File: config.mk
export PLATFORM = sky130hd
export DESIGN_NAME = dplr_router
export DESIGN_NICKNAME = d
export VERILOG_FILES = /design/src/dplr_pkg.sv /design/src/dplr_router.sv
export VERILOG_INCLUDE_DIRS = /design/src
export SDC_FILE = /design/constraint.sdc
export NUM_CORES = 1
export LEC_CHECK = 0
export BUFFER_PORTS_ARGS = -buffer_cell sky130_fd_sc_hd__buf_2
export CAP_MARGIN = 40
export CORE_MARGIN = 1
export CORE_UTILIZATION = 25
export DETAILED_ROUTE_END_ITERATION = 16
export GPL_TIMING_DRIVEN = 0
export REMOVE_ABC_BUFFERS = 1
export SLEW_MARGIN = 30
export SYNTH_ARGS = -nofsm -noshare
export SYNTH_HDL_FRONTEND = slang
export SYNTH_SLANG_ARGS = --single-unit
File: constraint.sdc
create_clock -name clk_i -period 4 [get_ports clk_i]
set_input_delay 0.8 -clock clk_i [delete_from_list [all_inputs] [get_ports clk_i]]
set_output_delay 0.8 -clock clk_i [all_outputs]
set_load 0.02 [all_outputs]
File: src/dplr_params.svh
/*
 * Constants for the dual root port lane configuration and peer router.
 * Assumes it is included by bare name from the package and the design file.
 */
// What this block does
// RULE_01: Primary port function is enabled whenever a card sits in either slot.
// RULE_02: Secondary port clock is gated off while its enable bit is zero.
// RULE_03: Primary function controls primary slot; secondary function controls secondary slot.
// RULE_04: Lane reversal flips all sixteen lanes of both ports as one group.
// RULE_05: Under reversal each physical lane's owner is remapped, logical ownership unchanged.
// RULE_06: Configuration comes only from the straps, never from dynamic detection.
// RULE_07: Straps decode to two x8, one x16, one secondary x8, or none.
// RULE_08: Secondary enable bit resets to 1 when dual strap low, else 0.
// RULE_09: Board pulls each strap low with card present, high when empty.
// RULE_10: Primary-present strap at 0 means a card in the primary slot.
// RULE_11: Peer-to-peer reads between ports are never supported.
// RULE_12: Central path carries hub writes to ports, port writes to hub, fallback.
// RULE_13: Performance path carries port-to-port writes both ways with 36-bit addresses.
// RULE_14: Software disables relaxed ordering while the performance path is used.
// RULE_15: Peer devices must be compliant, without inbound/outbound dependency.
// RULE_16: Performance path writes ignore both ports' power states.
// RULE_17: Central path write to non-fully-on bridge becomes unsupported request.
// RULE_18: With performance path on, range writes route regardless of central path.
// RULE_19: With performance path off, central enable completes writes, else unsupported.
`ifndef DPLR_PARAMS_SVH
`define DPLR_PARAMS_SVH

// Register offsets
`define DPLR_OFS_CTRL      4'h0
`define DPLR_OFS_STATUS    4'h1
`define DPLR_OFS_IRQ_STAT  4'h2
`define DPLR_OFS_IRQ_EN    4'h3
`define DPLR_OFS_IRQ_CLR   4'h4
// Control field positions
`define DPLR_CTRL_SEC_EN   0
`define DPLR_CTRL_CENT_EN  1
`define DPLR_CTRL_PERF_EN  2
`define DPLR_CTRL_REV      3
// Interrupt bit positions
`define DPLR_IRQ_UR        0
`define DPLR_IRQ_READ      1
`define DPLR_IRQ_FWD       2
// Reset values
`define DPLR_CTRL_RST      4'h0
`define DPLR_IRQ_EN_RST    3'h0
`define DPLR_D0            2'h0
// Timing counts
`define DPLR_SYNC_WAIT     2'h2

`endif

File: src/dplr_pkg.sv
/*
 * Types for the dual root port router.
 * Assumes dplr_params.svh is on the include path.
 */
package dplr_pkg;
	`include "dplr_params.svh"

	// Requester and target of a peer transaction
	typedef enum logic [1:0] {
		DPLR_HUB  = 2'h0,
		DPLR_PRI  = 2'h1,
		DPLR_SEC  = 2'h3
	} dplr_port_t;

	// Lane configuration from the straps
	typedef enum logic [1:0] {
		DPLR_CFG_NONE  = 2'h0,
		DPLR_CFG_X16   = 2'h1,
		DPLR_CFG_DUAL  = 2'h3,
		DPLR_CFG_SECX8 = 2'h2
	} dplr_cfg_t;

	// Routing outcome
	typedef enum logic [1:0] {
		DPLR_RT_DROP = 2'h0,
		DPLR_RT_CENT = 2'h1,
		DPLR_RT_PERF = 2'h3,
		DPLR_RT_UR   = 2'h2
	} dplr_route_t;

	// Incoming peer request
	typedef struct packed {
		logic        valid;
		logic        is_write;
		logic        in_range;
		dplr_port_t  src;
		dplr_port_t  dst;
		logic [35:0] addr;
		logic [31:0] data;
	} dplr_req_t;

	// Routed answer
	typedef struct packed {
		logic        valid;
		dplr_route_t route;
		dplr_port_t  dst;
		logic [35:0] addr;
		logic [31:0] data;
	} dplr_fwd_t;
endpackage

File: src/dplr_router.sv
/*
 * Dual root port strap decode, lane ownership, clock gate and peer write router.
 * Assumes straps are board-level pins held stable around reset and a 100 MHz clk_i.
 */
// Added by the designer: the address-and-strobe port and the placing of the registers.
`timescale 1ns/1ps
`include "dplr_params.svh"

module dplr_router #(
	parameter int LANES = 16
) (
	// Clock and reset
	input  wire logic                 clk_i,
	input  wire logic                 reset_n_i,
	// Board straps
	input  wire logic                 dual_port_strap_n_i,
	input  wire logic                 primary_present_strap_n_i,
	input  wire logic                 lane_reverse_i,
	// Port power states
	input  wire logic [1:0]           pri_dstate_i,
	input  wire logic [1:0]           sec_dstate_i,
	// Register port
	input  wire logic [3:0]           reg_addr_i,
	input  wire logic [31:0]          reg_wdata_i,
	input  wire logic                 reg_wr_i,
	input  wire logic                 reg_rd_i,
	output logic [31:0]               reg_rdata_o,
	// Peer traffic
	input  wire dplr_pkg::dplr_req_t  req_i,
	output dplr_pkg::dplr_fwd_t       fwd_o,
	// Configuration outputs
	output logic                      primary_root_port_en_o,
	output logic                      secondary_root_port_en_o,
	output dplr_pkg::dplr_cfg_t       cfg_o,
	output logic                      sec_clk_en_o,
	output logic [LANES-1:0]          lane_owner_sec_o,
	output logic [LANES-1:0]          lane_phys_map_rev_o,
	output logic                      irq_o
);
	import dplr_pkg::*;

	/************************************************************
	 * Strap capture
	 ************************************************************/
	logic       dual_s1_q, dual_s2_q, pri_s1_q, pri_s2_q, rev_s1_q, rev_s2_q;
	logic       latched_q;
	logic [1:0] warm_q;
	logic       dual_n_q, pri_n_q, rev_q;
	logic [3:0] ctrl_q;
	logic [2:0] irq_stat_q, irq_en_q;
	dplr_cfg_t  cfg_q;

	// Two-stage synchronisers; only stage two feeds logic
	always_ff @(posedge clk_i or negedge reset_n_i) begin
		if (!reset_n_i) begin
			dual_s1_q <= 1'b1;
			dual_s2_q <= 1'b1;
			pri_s1_q  <= 1'b1;
			pri_s2_q  <= 1'b1;
			rev_s1_q  <= 1'b0;
			rev_s2_q  <= 1'b0;
		end else begin
			dual_s1_q <= dual_port_strap_n_i;
			dual_s2_q <= dual_s1_q;
			pri_s1_q  <= primary_present_strap_n_i;
			pri_s2_q  <= pri_s1_q;
			rev_s1_q  <= lane_reverse_i;
			rev_s2_q  <= rev_s1_q;
		end
	end

	// Straps are caught once after release; later pin moves are ignored since nothing probes the link
	// Capture waits for both synchroniser stages, so their reset value is never taken as a strap
	always_ff @(posedge clk_i or negedge reset_n_i) begin
		if (!reset_n_i) begin
			warm_q    <= 2'h0;
			latched_q <= 1'b0;
			dual_n_q  <= 1'b1;
			pri_n_q   <= 1'b1;
			rev_q     <= 1'b0;
		end else if (!latched_q) begin
			if (warm_q == `DPLR_SYNC_WAIT) begin
				latched_q <= 1'b1;
				dual_n_q  <= dual_s2_q; // RULE_06
				pri_n_q   <= pri_s2_q;  // RULE_10
				rev_q     <= rev_s2_q;
			end else begin
				warm_q <= warm_q + 2'h1;
			end
		end
	end

	/************************************************************
	 * Configuration decode
	 ************************************************************/
	// Low strap means a card is present
	always_ff @(posedge clk_i or negedge reset_n_i) begin
		if (!reset_n_i) begin
			cfg_q <= DPLR_CFG_NONE;
		end else if (latched_q) begin
			unique case ({pri_n_q, dual_n_q}) // RULE_07
				2'b00: cfg_q <= DPLR_CFG_DUAL;
				2'b01: cfg_q <= DPLR_CFG_X16;
				2'b10: cfg_q <= DPLR_CFG_SECX8;
				2'b11: cfg_q <= DPLR_CFG_NONE;
			endcase
		end
	end

	assign cfg_o                    = cfg_q;
	// Primary function stays on for any present card
	assign primary_root_port_en_o   = (cfg_q != DPLR_CFG_NONE); // RULE_01
	assign secondary_root_port_en_o = ctrl_q[`DPLR_CTRL_SEC_EN];
	// Gate secondary clock tree with its enable bit
	assign sec_clk_en_o             = ctrl_q[`DPLR_CTRL_SEC_EN]; // RULE_02

	/************************************************************
	 * Lane ownership
	 ************************************************************/
	// Logical lanes 0..7 belong to primary, upper lanes to secondary when both active
	logic [LANES-1:0] log_sec_w;
	genvar g;
	generate
		for (g = 0; g < LANES; g++) begin : g_lane
			assign log_sec_w[g] = (cfg_q == DPLR_CFG_DUAL) ? (g >= LANES/2) :
			                      (cfg_q == DPLR_CFG_SECX8); // RULE_03
			// Reversal swaps physical index end to end, owner follows the logical lane
			assign lane_owner_sec_o[g]    = ctrl_q[`DPLR_CTRL_REV] ?
			                                log_sec_w[LANES-1-g] : log_sec_w[g]; // RULE_05
			assign lane_phys_map_rev_o[g] = ctrl_q[`DPLR_CTRL_REV]; // RULE_04
		end
	endgenerate

	/************************************************************
	 * Registers
	 ************************************************************/
	logic [2:0] evt;
	logic       seeded_q;

	// Control: secondary enable seeded from strap after capture
	always_ff @(posedge clk_i or negedge reset_n_i) begin
		if (!reset_n_i) begin
			ctrl_q   <= `DPLR_CTRL_RST;
			seeded_q <= 1'b0;
		end else if (latched_q && !seeded_q) begin
			seeded_q                     <= 1'b1;
			ctrl_q[`DPLR_CTRL_SEC_EN]    <= ~dual_n_q; // RULE_08
			ctrl_q[`DPLR_CTRL_REV]       <= rev_q;
		end else if (reg_wr_i && reg_addr_i == `DPLR_OFS_CTRL) begin
			ctrl_q <= reg_wdata_i[3:0];
		end
	end

	// Sticky status; a new event wins over a same-cycle clear
	always_ff @(posedge clk_i or negedge reset_n_i) begin
		if (!reset_n_i) begin
			irq_stat_q <= 3'h0;
		end else begin
			irq_stat_q <= (irq_stat_q &
			              ~((reg_wr_i && reg_addr_i == `DPLR_OFS_IRQ_CLR) ? reg_wdata_i[2:0] : 3'h0)) | evt;
		end
	end

	// Interrupt enable
	always_ff @(posedge clk_i or negedge reset_n_i) begin
		if (!reset_n_i) begin
			irq_en_q <= `DPLR_IRQ_EN_RST;
		end else if (reg_wr_i && reg_addr_i == `DPLR_OFS_IRQ_EN) begin
			irq_en_q <= reg_wdata_i[2:0];
		end
	end

	assign irq_o = |(irq_stat_q & irq_en_q);

	// Read data one cycle after strobe; unmapped reads return zero
	always_ff @(posedge clk_i or negedge reset_n_i) begin
		if (!reset_n_i) begin
			reg_rdata_o <= 32'h0;
		end else if (reg_rd_i) begin
			unique case (reg_addr_i)
				`DPLR_OFS_CTRL:     reg_rdata_o <= {28'h0, ctrl_q};
				`DPLR_OFS_STATUS:   reg_rdata_o <= {28'h0, rev_q, latched_q, cfg_q};
				`DPLR_OFS_IRQ_STAT: reg_rdata_o <= {29'h0, irq_stat_q};
				`DPLR_OFS_IRQ_EN:   reg_rdata_o <= {29'h0, irq_en_q};
				default:            reg_rdata_o <= 32'h0;
			endcase
		end else begin
			reg_rdata_o <= 32'h0;
		end
	end

	/************************************************************
	 * Peer routing
	 ************************************************************/
	logic        is_peer, dst_d0, dst_on, cent_ok;
	dplr_route_t route;

	always_comb begin
		is_peer = (req_i.src != DPLR_HUB) && (req_i.dst != DPLR_HUB) && (req_i.src != req_i.dst);
		dst_d0  = (req_i.dst == DPLR_PRI) ? (pri_dstate_i == `DPLR_D0) :
		          (req_i.dst == DPLR_SEC) ? (sec_dstate_i == `DPLR_D0) : 1'b1;
		dst_on  = (req_i.dst == DPLR_SEC) ? ctrl_q[`DPLR_CTRL_SEC_EN] : primary_root_port_en_o;
		cent_ok = ctrl_q[`DPLR_CTRL_CENT_EN] && dst_on;
		route   = DPLR_RT_DROP;
		if (!req_i.valid) begin
			route = DPLR_RT_DROP;
		end else if (!req_i.is_write) begin
			route = DPLR_RT_UR; // RULE_11
		end else if (is_peer && req_i.in_range && ctrl_q[`DPLR_CTRL_PERF_EN] && dst_on) begin
			// Power state ignored; central enable irrelevant here
			route = DPLR_RT_PERF; // RULE_13 RULE_16 RULE_18
		end else if (!cent_ok) begin
			route = DPLR_RT_UR; // RULE_19
		end else if (!dst_d0) begin
			route = DPLR_RT_UR; // RULE_17
		end else begin
			route = DPLR_RT_CENT; // RULE_12
		end
	end

	assign evt[`DPLR_IRQ_UR]   = (route == DPLR_RT_UR) && req_i.is_write;
	assign evt[`DPLR_IRQ_READ] = req_i.valid && !req_i.is_write;
	assign evt[`DPLR_IRQ_FWD]  = (route == DPLR_RT_CENT) || (route == DPLR_RT_PERF);

	// Registered forward; full 36-bit address carried
	always_ff @(posedge clk_i or negedge reset_n_i) begin
		if (!reset_n_i) begin
			fwd_o <= '0;
		end else begin
			fwd_o.valid <= req_i.valid;
			fwd_o.route <= route;
			fwd_o.dst   <= req_i.dst;
			fwd_o.addr  <= req_i.addr; // RULE_13
			fwd_o.data  <= req_i.data;
		end
	end

	/************************************************************
	 * Assertions: straps and lanes
	 ************************************************************/

	/************************************************************
	 * Assertions: peer routing
	 ************************************************************/
endmodule // dplr_router

* After elaboration in Yosys (flattened, before gate mapping)
Cells that the tools add are included.
** Storage, ports and cells
- Word-level logic and storage cells :: 96
- Bits in registers :: 102
- Output and inout bits :: 143
- Input bits :: 122
** Cells by class
- Equal/unequal tests :: 16
- Add/sub/neg operators :: 1
- Mux-type cells :: 21
- Bitwise logic cells :: 8
- Reduce and logical (&&, ||, !) cells :: 27
** Operator list (count)
- == test 2 bit (second input constant) :: 8
- one-hot mux 4 bit (4 select lines) :: 1
- logical AND 1 bit :: 12
- 2-to-1 mux 1 bit :: 11
- 2-to-1 mux 2 bit :: 5
- == test 4 x 2 -> 1 bit (second input constant) :: 2
- 2-to-1 mux 4 bit :: 2
- one-hot mux 2 bit (4 select lines) :: 1
- nonzero test 2 bit :: 4
- AND 3 bit :: 2
- == test 2 x 1 -> 1 bit (second input constant) :: 3
- zero test 2 bit :: 3
- AND reduction 2 bit :: 3
- == test 4 x 1 -> 1 bit (second input constant) :: 1
- == test 4 x 3 -> 1 bit (second input constant) :: 1
- zero test 4 bit :: 1
- inverter 1 bit :: 4
- 2-to-1 mux 3 bit :: 1
- inverter 3 bit :: 1
- OR 3 bit :: 1
- OR reduction 3 bit :: 1
- adder 2 x 1 -> 2 bit (second input constant) :: 1
- zero test 1 bit :: 2
- inequality test 2 bit :: 1
- logical OR 1 bit :: 1

* Depth between registers and ports, before layout
Gate-level depths: netlist of run 1.
- Depth after elaboration :: 12
- Mapped depth :: 6
- Mapped depth without buffers :: 5

* Worst setup path before layout of run 1
No wires, ideal clock.
- Kind :: register -> output
- Start point :: register ctrl_q[3]
- End point :: output lane_owner_sec_o[1]
- Arrival time :: 1842 ps
- Path slack :: 1358 ps
- Path buffers :: 1
- Cell stages (with the launch flop) :: 4
- Required time :: 3200 ps
- Cell sequence :: dfrtp_1 > inv_1 > a21boi_0 > buf_4
** On the way
- Cells in the longest elaborated chain, start to end :: 1
** Ends and longest elaborated chain
- from (decl) :: RTL line dplr_router.sv:49 : logic [3:0] ctrl_q;
- from (signal assigned) :: RTL line dplr_router.sv:143 : ctrl_q <= `DPLR_CTRL_RST;
- from (signal, indexed assignment) :: RTL line dplr_router.sv:147 : ctrl_q[`DPLR_CTRL_SEC_EN] <= ~dual_n_q;
- from (signal, indexed assignment) :: RTL line dplr_router.sv:148 : ctrl_q[`DPLR_CTRL_REV] <= rev_q;
- 2-to-1 mux 1 bit
- to (decl) :: RTL line dplr_router.sv:36 : output logic [LANES-1:0] lane_owner_sec_o,
Every way passes these cells.

* Final worst setup path of run 1
- Start point :: register ctrl_q[3]
- End point :: output lane_owner_sec_o[2]
** On the way
- Cells in the longest elaborated chain, start to end :: 1
** Ends and longest elaborated chain
- 2-to-1 mux 1 bit :: RTL line dplr_router.sv:128 : assign lane_owner_sec_o[g] = ctrl_q[`DPLR_CTRL_REV] ?
Every way passes these cells.

==> qor.txt, run 1 <==
#FFs+latches synth -> 102
sequential power share -> 47.9%
Setup Buffers After CTS -> 0
post-cts resize count -> 0
vias in the first global route -> 2310
Worst-Margin Slew -> 634 ps
H-tree Lvls -> 3
number of flops mapped to enable cells by yosys -> 0
Final Max Tran Viols -> 0
drt first pass iters -> 4
Die Y -> 122 um
Clk pwr share -> 35.1%
PortBufs -> 208
RD Place Congestion -> 0.721
synth unique cells -> 39
Worst-path clk slew -> 70 ps
register cell area after layout -> 2560 um2
drt total wl -> 7.74 mm
critical path class -> register to output pin
Sink Count -> 102
max_cap viols -> 0
Primary FF master, synth -> dfrtp_1
Switching Fraction -> 29.5%
WP data arrival -> 1840 ps
Setup Skew -> 6.51 ps
Period minus WS final -> 2640 ps
Fin. Hold Viols -> 0
CTS tree -> built
drt wl/cell -> 12.6 um
initial antenna violation count -> 0
Total GRT Usage -> 10.9%
Synth area leaders -> dfrtp_1 67%, buf_4 12%, dfstp_2 4.4%
largest net degree at the start of global routing -> 62
fraction of registers with async set/reset -> 100%
Syn. warnings -> 0
Final ANT Viol Nets -> 0
most frequent cell after synthesis -> dfrtp_1
Worst Hold Class -> register to register
Vias/cell -> 3.81
fillers -> 1409
clock tree buffer depth -> 2
Initial Util -> 25.7%
setup tns final -> 0 ps
Die ar. -> 14900 um2
RSZ-0062 raised after global routing -> false
Lkg Pwr -> 2.52 nW
Internal -> 1.68 mW
Worst Hold Margin -> 349 ps
pwr/cell area -> 492 nW/um2
crit end category -> output pin
total number of vias -> 2343
n_diodes -> 0
synthesized area -> 3600 um2
share of cells above drive strength 1 -> 56.1%
Psw -> 701 uW
GR Overflow Total -> 0
cts hold-fix bufs -> 0
fin nets -> 553
Inserted Clock Buffers -> 9
Chip Width -> 122 um
final core occ -> 34.6%
drt drc -> 0
io pins -> 265
fmax -> 379 MHz
startpoint types -> register
critical path fanouts, max -> 20
period utilization -> 66.0%
status -> complete, no violations
Comb power frac -> 17.0%
Synth Area per Inst -> 14.8 um2
Row Count -> 43
Max VDD drop -> 0.000286 V
WP data required -> 3200 ps
first-pass GRT wire length -> 11.7 mm
Initial DRC Count -> 54
top cells by count, synth -> 96 x dfrtp_1, 59 x buf_4, 11 x nor2_1, 10 x nand2_1, 7 x mux2i_1
multi-input logic area -> 664 um2
core area -> 14000 um2
clk_lat worst skew -> 340 ps
Layout area overhead -> 34.3%
post-synthesis sequential area ratio -> 71.1%
dpl hpwl -> 6.16 mm
Worst slew margin -> 57.3%
Yosys top cell by area -> dfrtp_1
Synth top area share -> 66.7%
# setup viols final -> 0
Root Driver -> clkbuf_16
Mapped Cells -> 244
==> metal layers <==
layer / vias to the layer above / share of wire, % / track usage [%] / wire, um
met4: 0 / 1.4 / 4.17 / 109
met3: 9 / 12 / 6.37 / 905
li1: 1079 / - / - / -
met2: 145 / 49 / 17.2 / 3820
met1: 1110 / 38 / 11.9 / 2910
met5: - / 0 / 0 / 0
==> layout by cell type, fill, tap and decap left out, types with 2 or more instances in the layout <==
cell type  count
buf_2        207
nand2_1       10
nand4b_1       3
nor2b_1        2
dfstp_2        6
mux2i_1        7
mux2_4         3
a21oi_1        4
a21boi_0       2
clkbuf_16      9
o21ai_0        3
a221oi_1       3
nor2_1        11
inv_1          5
mux2_2         4
mux2_1         2
or2_2          2
inv_6          3
dfrtp_1       96
conb_1        28
==> worst max-delay path: stages (launching register included) <==
cell and delay, ps:
dfrtp_1 610, inv_1 70, a21boi_0 530, buf_2 280
==> through the flow <==
step	total power [mW]	cell area (um2)	setup slack, ps	std cells
after detailed placement	1.57	4540	1740	599
after global routing	2.50	4830	1070	615
after global placement	1.56	4510	1140	598
after floorplan	1.38	3240	-2660	210
final	2.38	4830	1360	615
after CTS	2.43	4830	1330	615
==> kinds of logic (layout without fill, tap and decap cells) <==
logic type / after synthesis / after routing / synth area share (%)
compound gates: 18 / 18 / 3.62
xor+xnor: 2 / 2 / 0.487
fa+ha+maj: 1 / 1 / 0.348
buf+inv: 66 / 230 / 13.2
flops: 102 / 102 / 71.1
mux: 16 / 16 / 5.07
other cells: 1 / 28 / 0.104
simple gates: 38 / 38 / 6.01
==> sequential cells by signal, summed over array words and instances, names as in the netlist, 2 cells and up <==
name	flops
irq_en_q	3
reg_rdata_o	4
irq_stat_q	3
cfg_o	2
warm_q	2
ctrl_q	4
fwd_o	73
==> area by class of cell <==
type                    instances  share of cell area [%]
clock buffers                  10                    4.74
well taps                     180                    4.66
repair buffers                209                    22.2
flip-flops and latches        102                    53.0
inverters                       5                   0.388
multi-input cells             103                    13.7
clock inverters                 6                    1.29
==> path summary, 6_finish.rpt <==
check,to,cells after the start,startpoint,slack [ps]
max,lane_owner_sec_o[2],3,ctrl_q[3],1360
min,rev_s2_q,0,rev_s1_q,350
max reg2reg,fwd_o[71],3,cfg_o[0],2590
min reg2reg,rev_s2_q,0,rev_s1_q,350
max in group asynchronous,fwd_o[65],2,reset_n_i,3020
min in group asynchronous,fwd_o[29],1,reset_n_i,360
==> power by group through the flow <==
stage	clock [mW]	sequential (mW)	combinational, mW
final	0.835	1.14	0.406
after global routing	0.913	1.15	0.441
after CTS	0.876	1.14	0.412
after detailed placement	0	1.16	0.412
after global placement	0	1.16	0.404
after floorplan	0	1.26	0.114
Power figures use the tool's default switching activity.
==> inputs of run 2 (changes only) <==
==> constraint.sdc (replaced) <==
create_clock -name clk_i -period 2.5 [get_ports clk_i]
set_input_delay 0.5 -clock clk_i [delete_from_list [all_inputs] [get_ports clk_i]]
set_output_delay 0.5 -clock clk_i [all_outputs]
set_load 0.02 [all_outputs]
==> run 2 against run 1 <==
Compared with the run above:
- highest routed layer unchanged
- flip-flop and latch count stayed put
- critical endpoint is now lane_owner_sec_o[15]
- routed wire length stayed put
- clock skew hardly changed
==> qor.txt, run 2 (synthesis results as in run 1) <==
pwr/cell area -> 788 nW/um2
setup tns final -> 0 ps
Chip Width -> 122 um
critical path fanouts, max -> 20
io pins -> 265
drt total wl -> 7.74 mm
Switching Fraction -> 29.5%
Place WS -> 536 ps
most common cell after layout, fill and taps aside -> buf_2
RD Place Congestion -> 0.721
largest registers -> fwd_o (73), ctrl_q (4), reg_rdata_o (4)
total number of vias -> 2344
Initial DRC Count -> 59
placed instance count -> 599
drt drc -> 0
first-pass GRT wire length -> 11.7 mm
WP data arrival -> 1770 ps
Final ANT Viol Nets -> 0
cts hold-fix bufs -> 0
cells on worst reg2reg path -> 3
fin nets -> 553
drt first pass iters -> 5
share of cells above drive strength 1 -> 56.1%
vias in the first global route -> 2310
dpl hpwl -> 6.16 mm
Inserted Clock Buffers -> 9
Period minus WS final -> 2270 ps
largest net degree at the start of global routing -> 62
Internal -> 2.69 mW
CTS tree -> built
max reg flops -> 73
Vias/cell -> 3.81
period utilization -> 90.7%
Layout area overhead -> 34.3%
RSZ-0062 raised after global routing -> false
Root Driver -> clkbuf_16
initial antenna violation count -> 0
CP peak stage delay -> 600 ps
family with the most delay on the worst path -> compound AO/OA/AOI/OAI gates
Total GRT Usage -> 10.9%
Critical path buffers and inverters -> 1
CP Cell Sequence -> a21boi_0 -> buf_2
max_cap viols -> 0
Initial Util -> 25.7%
startpoint types -> register
Worst-Margin Slew -> 634 ps
core area -> 14000 um2
Die ar. -> 14900 um2
n_diodes -> 0
Max VDD drop -> 0.000458 V
Worst Hold Class -> input port to async pin
Comb power frac -> 17.0%
clock tree buffer depth -> 2
H-tree Lvls -> 3
clk_lat worst skew -> 340 ps
Row Count -> 43
drt wl/cell -> 12.6 um
Fin. Hold Viols -> 0
Setup Skew -> 6.53 ps
Psw -> 1.12 mW
total power -> 3.81 mW
most frequent cells in the layout -> 207 x buf_2, 96 x dfrtp_1, 28 x conb_1
status -> complete, no violations
register bank with the most flops -> fwd_o
Die Y -> 122 um
# setup viols final -> 0
Worst Hold Margin -> 55.8 ps
worst r2r dst -> fwd_o[71]
crit end category -> output pin
Lkg Pwr -> 2.52 nW
R2R setup slack -> 1080 ps
Sink Count -> 102
GR Overflow Total -> 0
critical path class -> register to output pin
Clk pwr share -> 35.1%
Worst-path clk slew -> 70 ps
PortBufs -> 208
sequential power share -> 47.9%
fmax -> 441 MHz
worst flop-to-flop path startpoint -> cfg_o[0]
CP max-delay cell -> a21boi_0
Worst slew margin -> 57.3%
Final Max Tran Viols -> 0
Final WS setup -> 233 ps
Layout Cells excl Fill -> 615
WP data required -> 2000 ps
run 2: changes by cell type in the layout (fill, tap and decap cells not counted):
cell / delta
a21boi_1: +1
a21boi_0: -1
run 2: worst max path at each step:
stage                          from                    to  cells past startpoint  slack, ps
after floorplan           ctrl_q[3]   lane_owner_sec_o[0]                      2      -3860
final                     ctrl_q[3]  lane_owner_sec_o[15]                      2        230
after global placement    reset_n_i             fwd_o[50]                      1        -60
after global routing      ctrl_q[3]  lane_owner_sec_o[11]                      2         40
after detailed placement  ctrl_q[3]   lane_owner_sec_o[2]                      3        540
after CTS                 ctrl_q[3]   lane_owner_sec_o[2]                      3        130
run 2: area by class of cell:
type	instances	area (um2)
Fill cell	1409	9150
Multi-Input combinational cell	103	664
Sequential cell	102	2560
Inverter	5	18.8
Timing Repair Buffer	209	1070
Tap cell	180	225
Clock buffer	10	229
Clock inverter	6	62.6
run 2: repair_timing:
item | in CTS | in global routing
endpoints found under the setup margin | 0 | 8
setup buffers | 0 | 0
resized for setup | 0 | 1
run 2: stage by stage:
| step | area [um2] | util [%] |
|---|---|---|
| 2_1_floorplan | 3240 | - |
| 3_3_place_gp | 4510 | 32.2 |
| 3_5_place_dp | 4540 | 32.5 |
| 4_1_cts | 4830 | 34.6 |
| 5_1_grt | 4830 | 34.6 |
| 6_report | 4830 | 34.6 |
run 2: power by group through the flow:
stage / Clock, mW / Sequential [mW] / Combinational, mW
after global routing: 1.46 / 1.84 / 0.707
after detailed placement: 0 / 1.86 / 0.659
after CTS: 1.40 / 1.83 / 0.659
after global placement: 0 / 1.85 / 0.647
final: 1.34 / 1.82 / 0.649
after floorplan: 0 / 2.02 / 0.182
run 2: layer usage:
layer  share of wire [%]  GRT usage (%)
met1                  38           11.9
met2                  49           17.2
met3                  12           6.37
met4                 1.4           4.17
met5                   0              0
run 2: worst register-to-register path: stages, from the launching register on:
cell	delay, ps
dfrtp_1	460
or2_1	300
mux2_2	320
a41oi_1	240
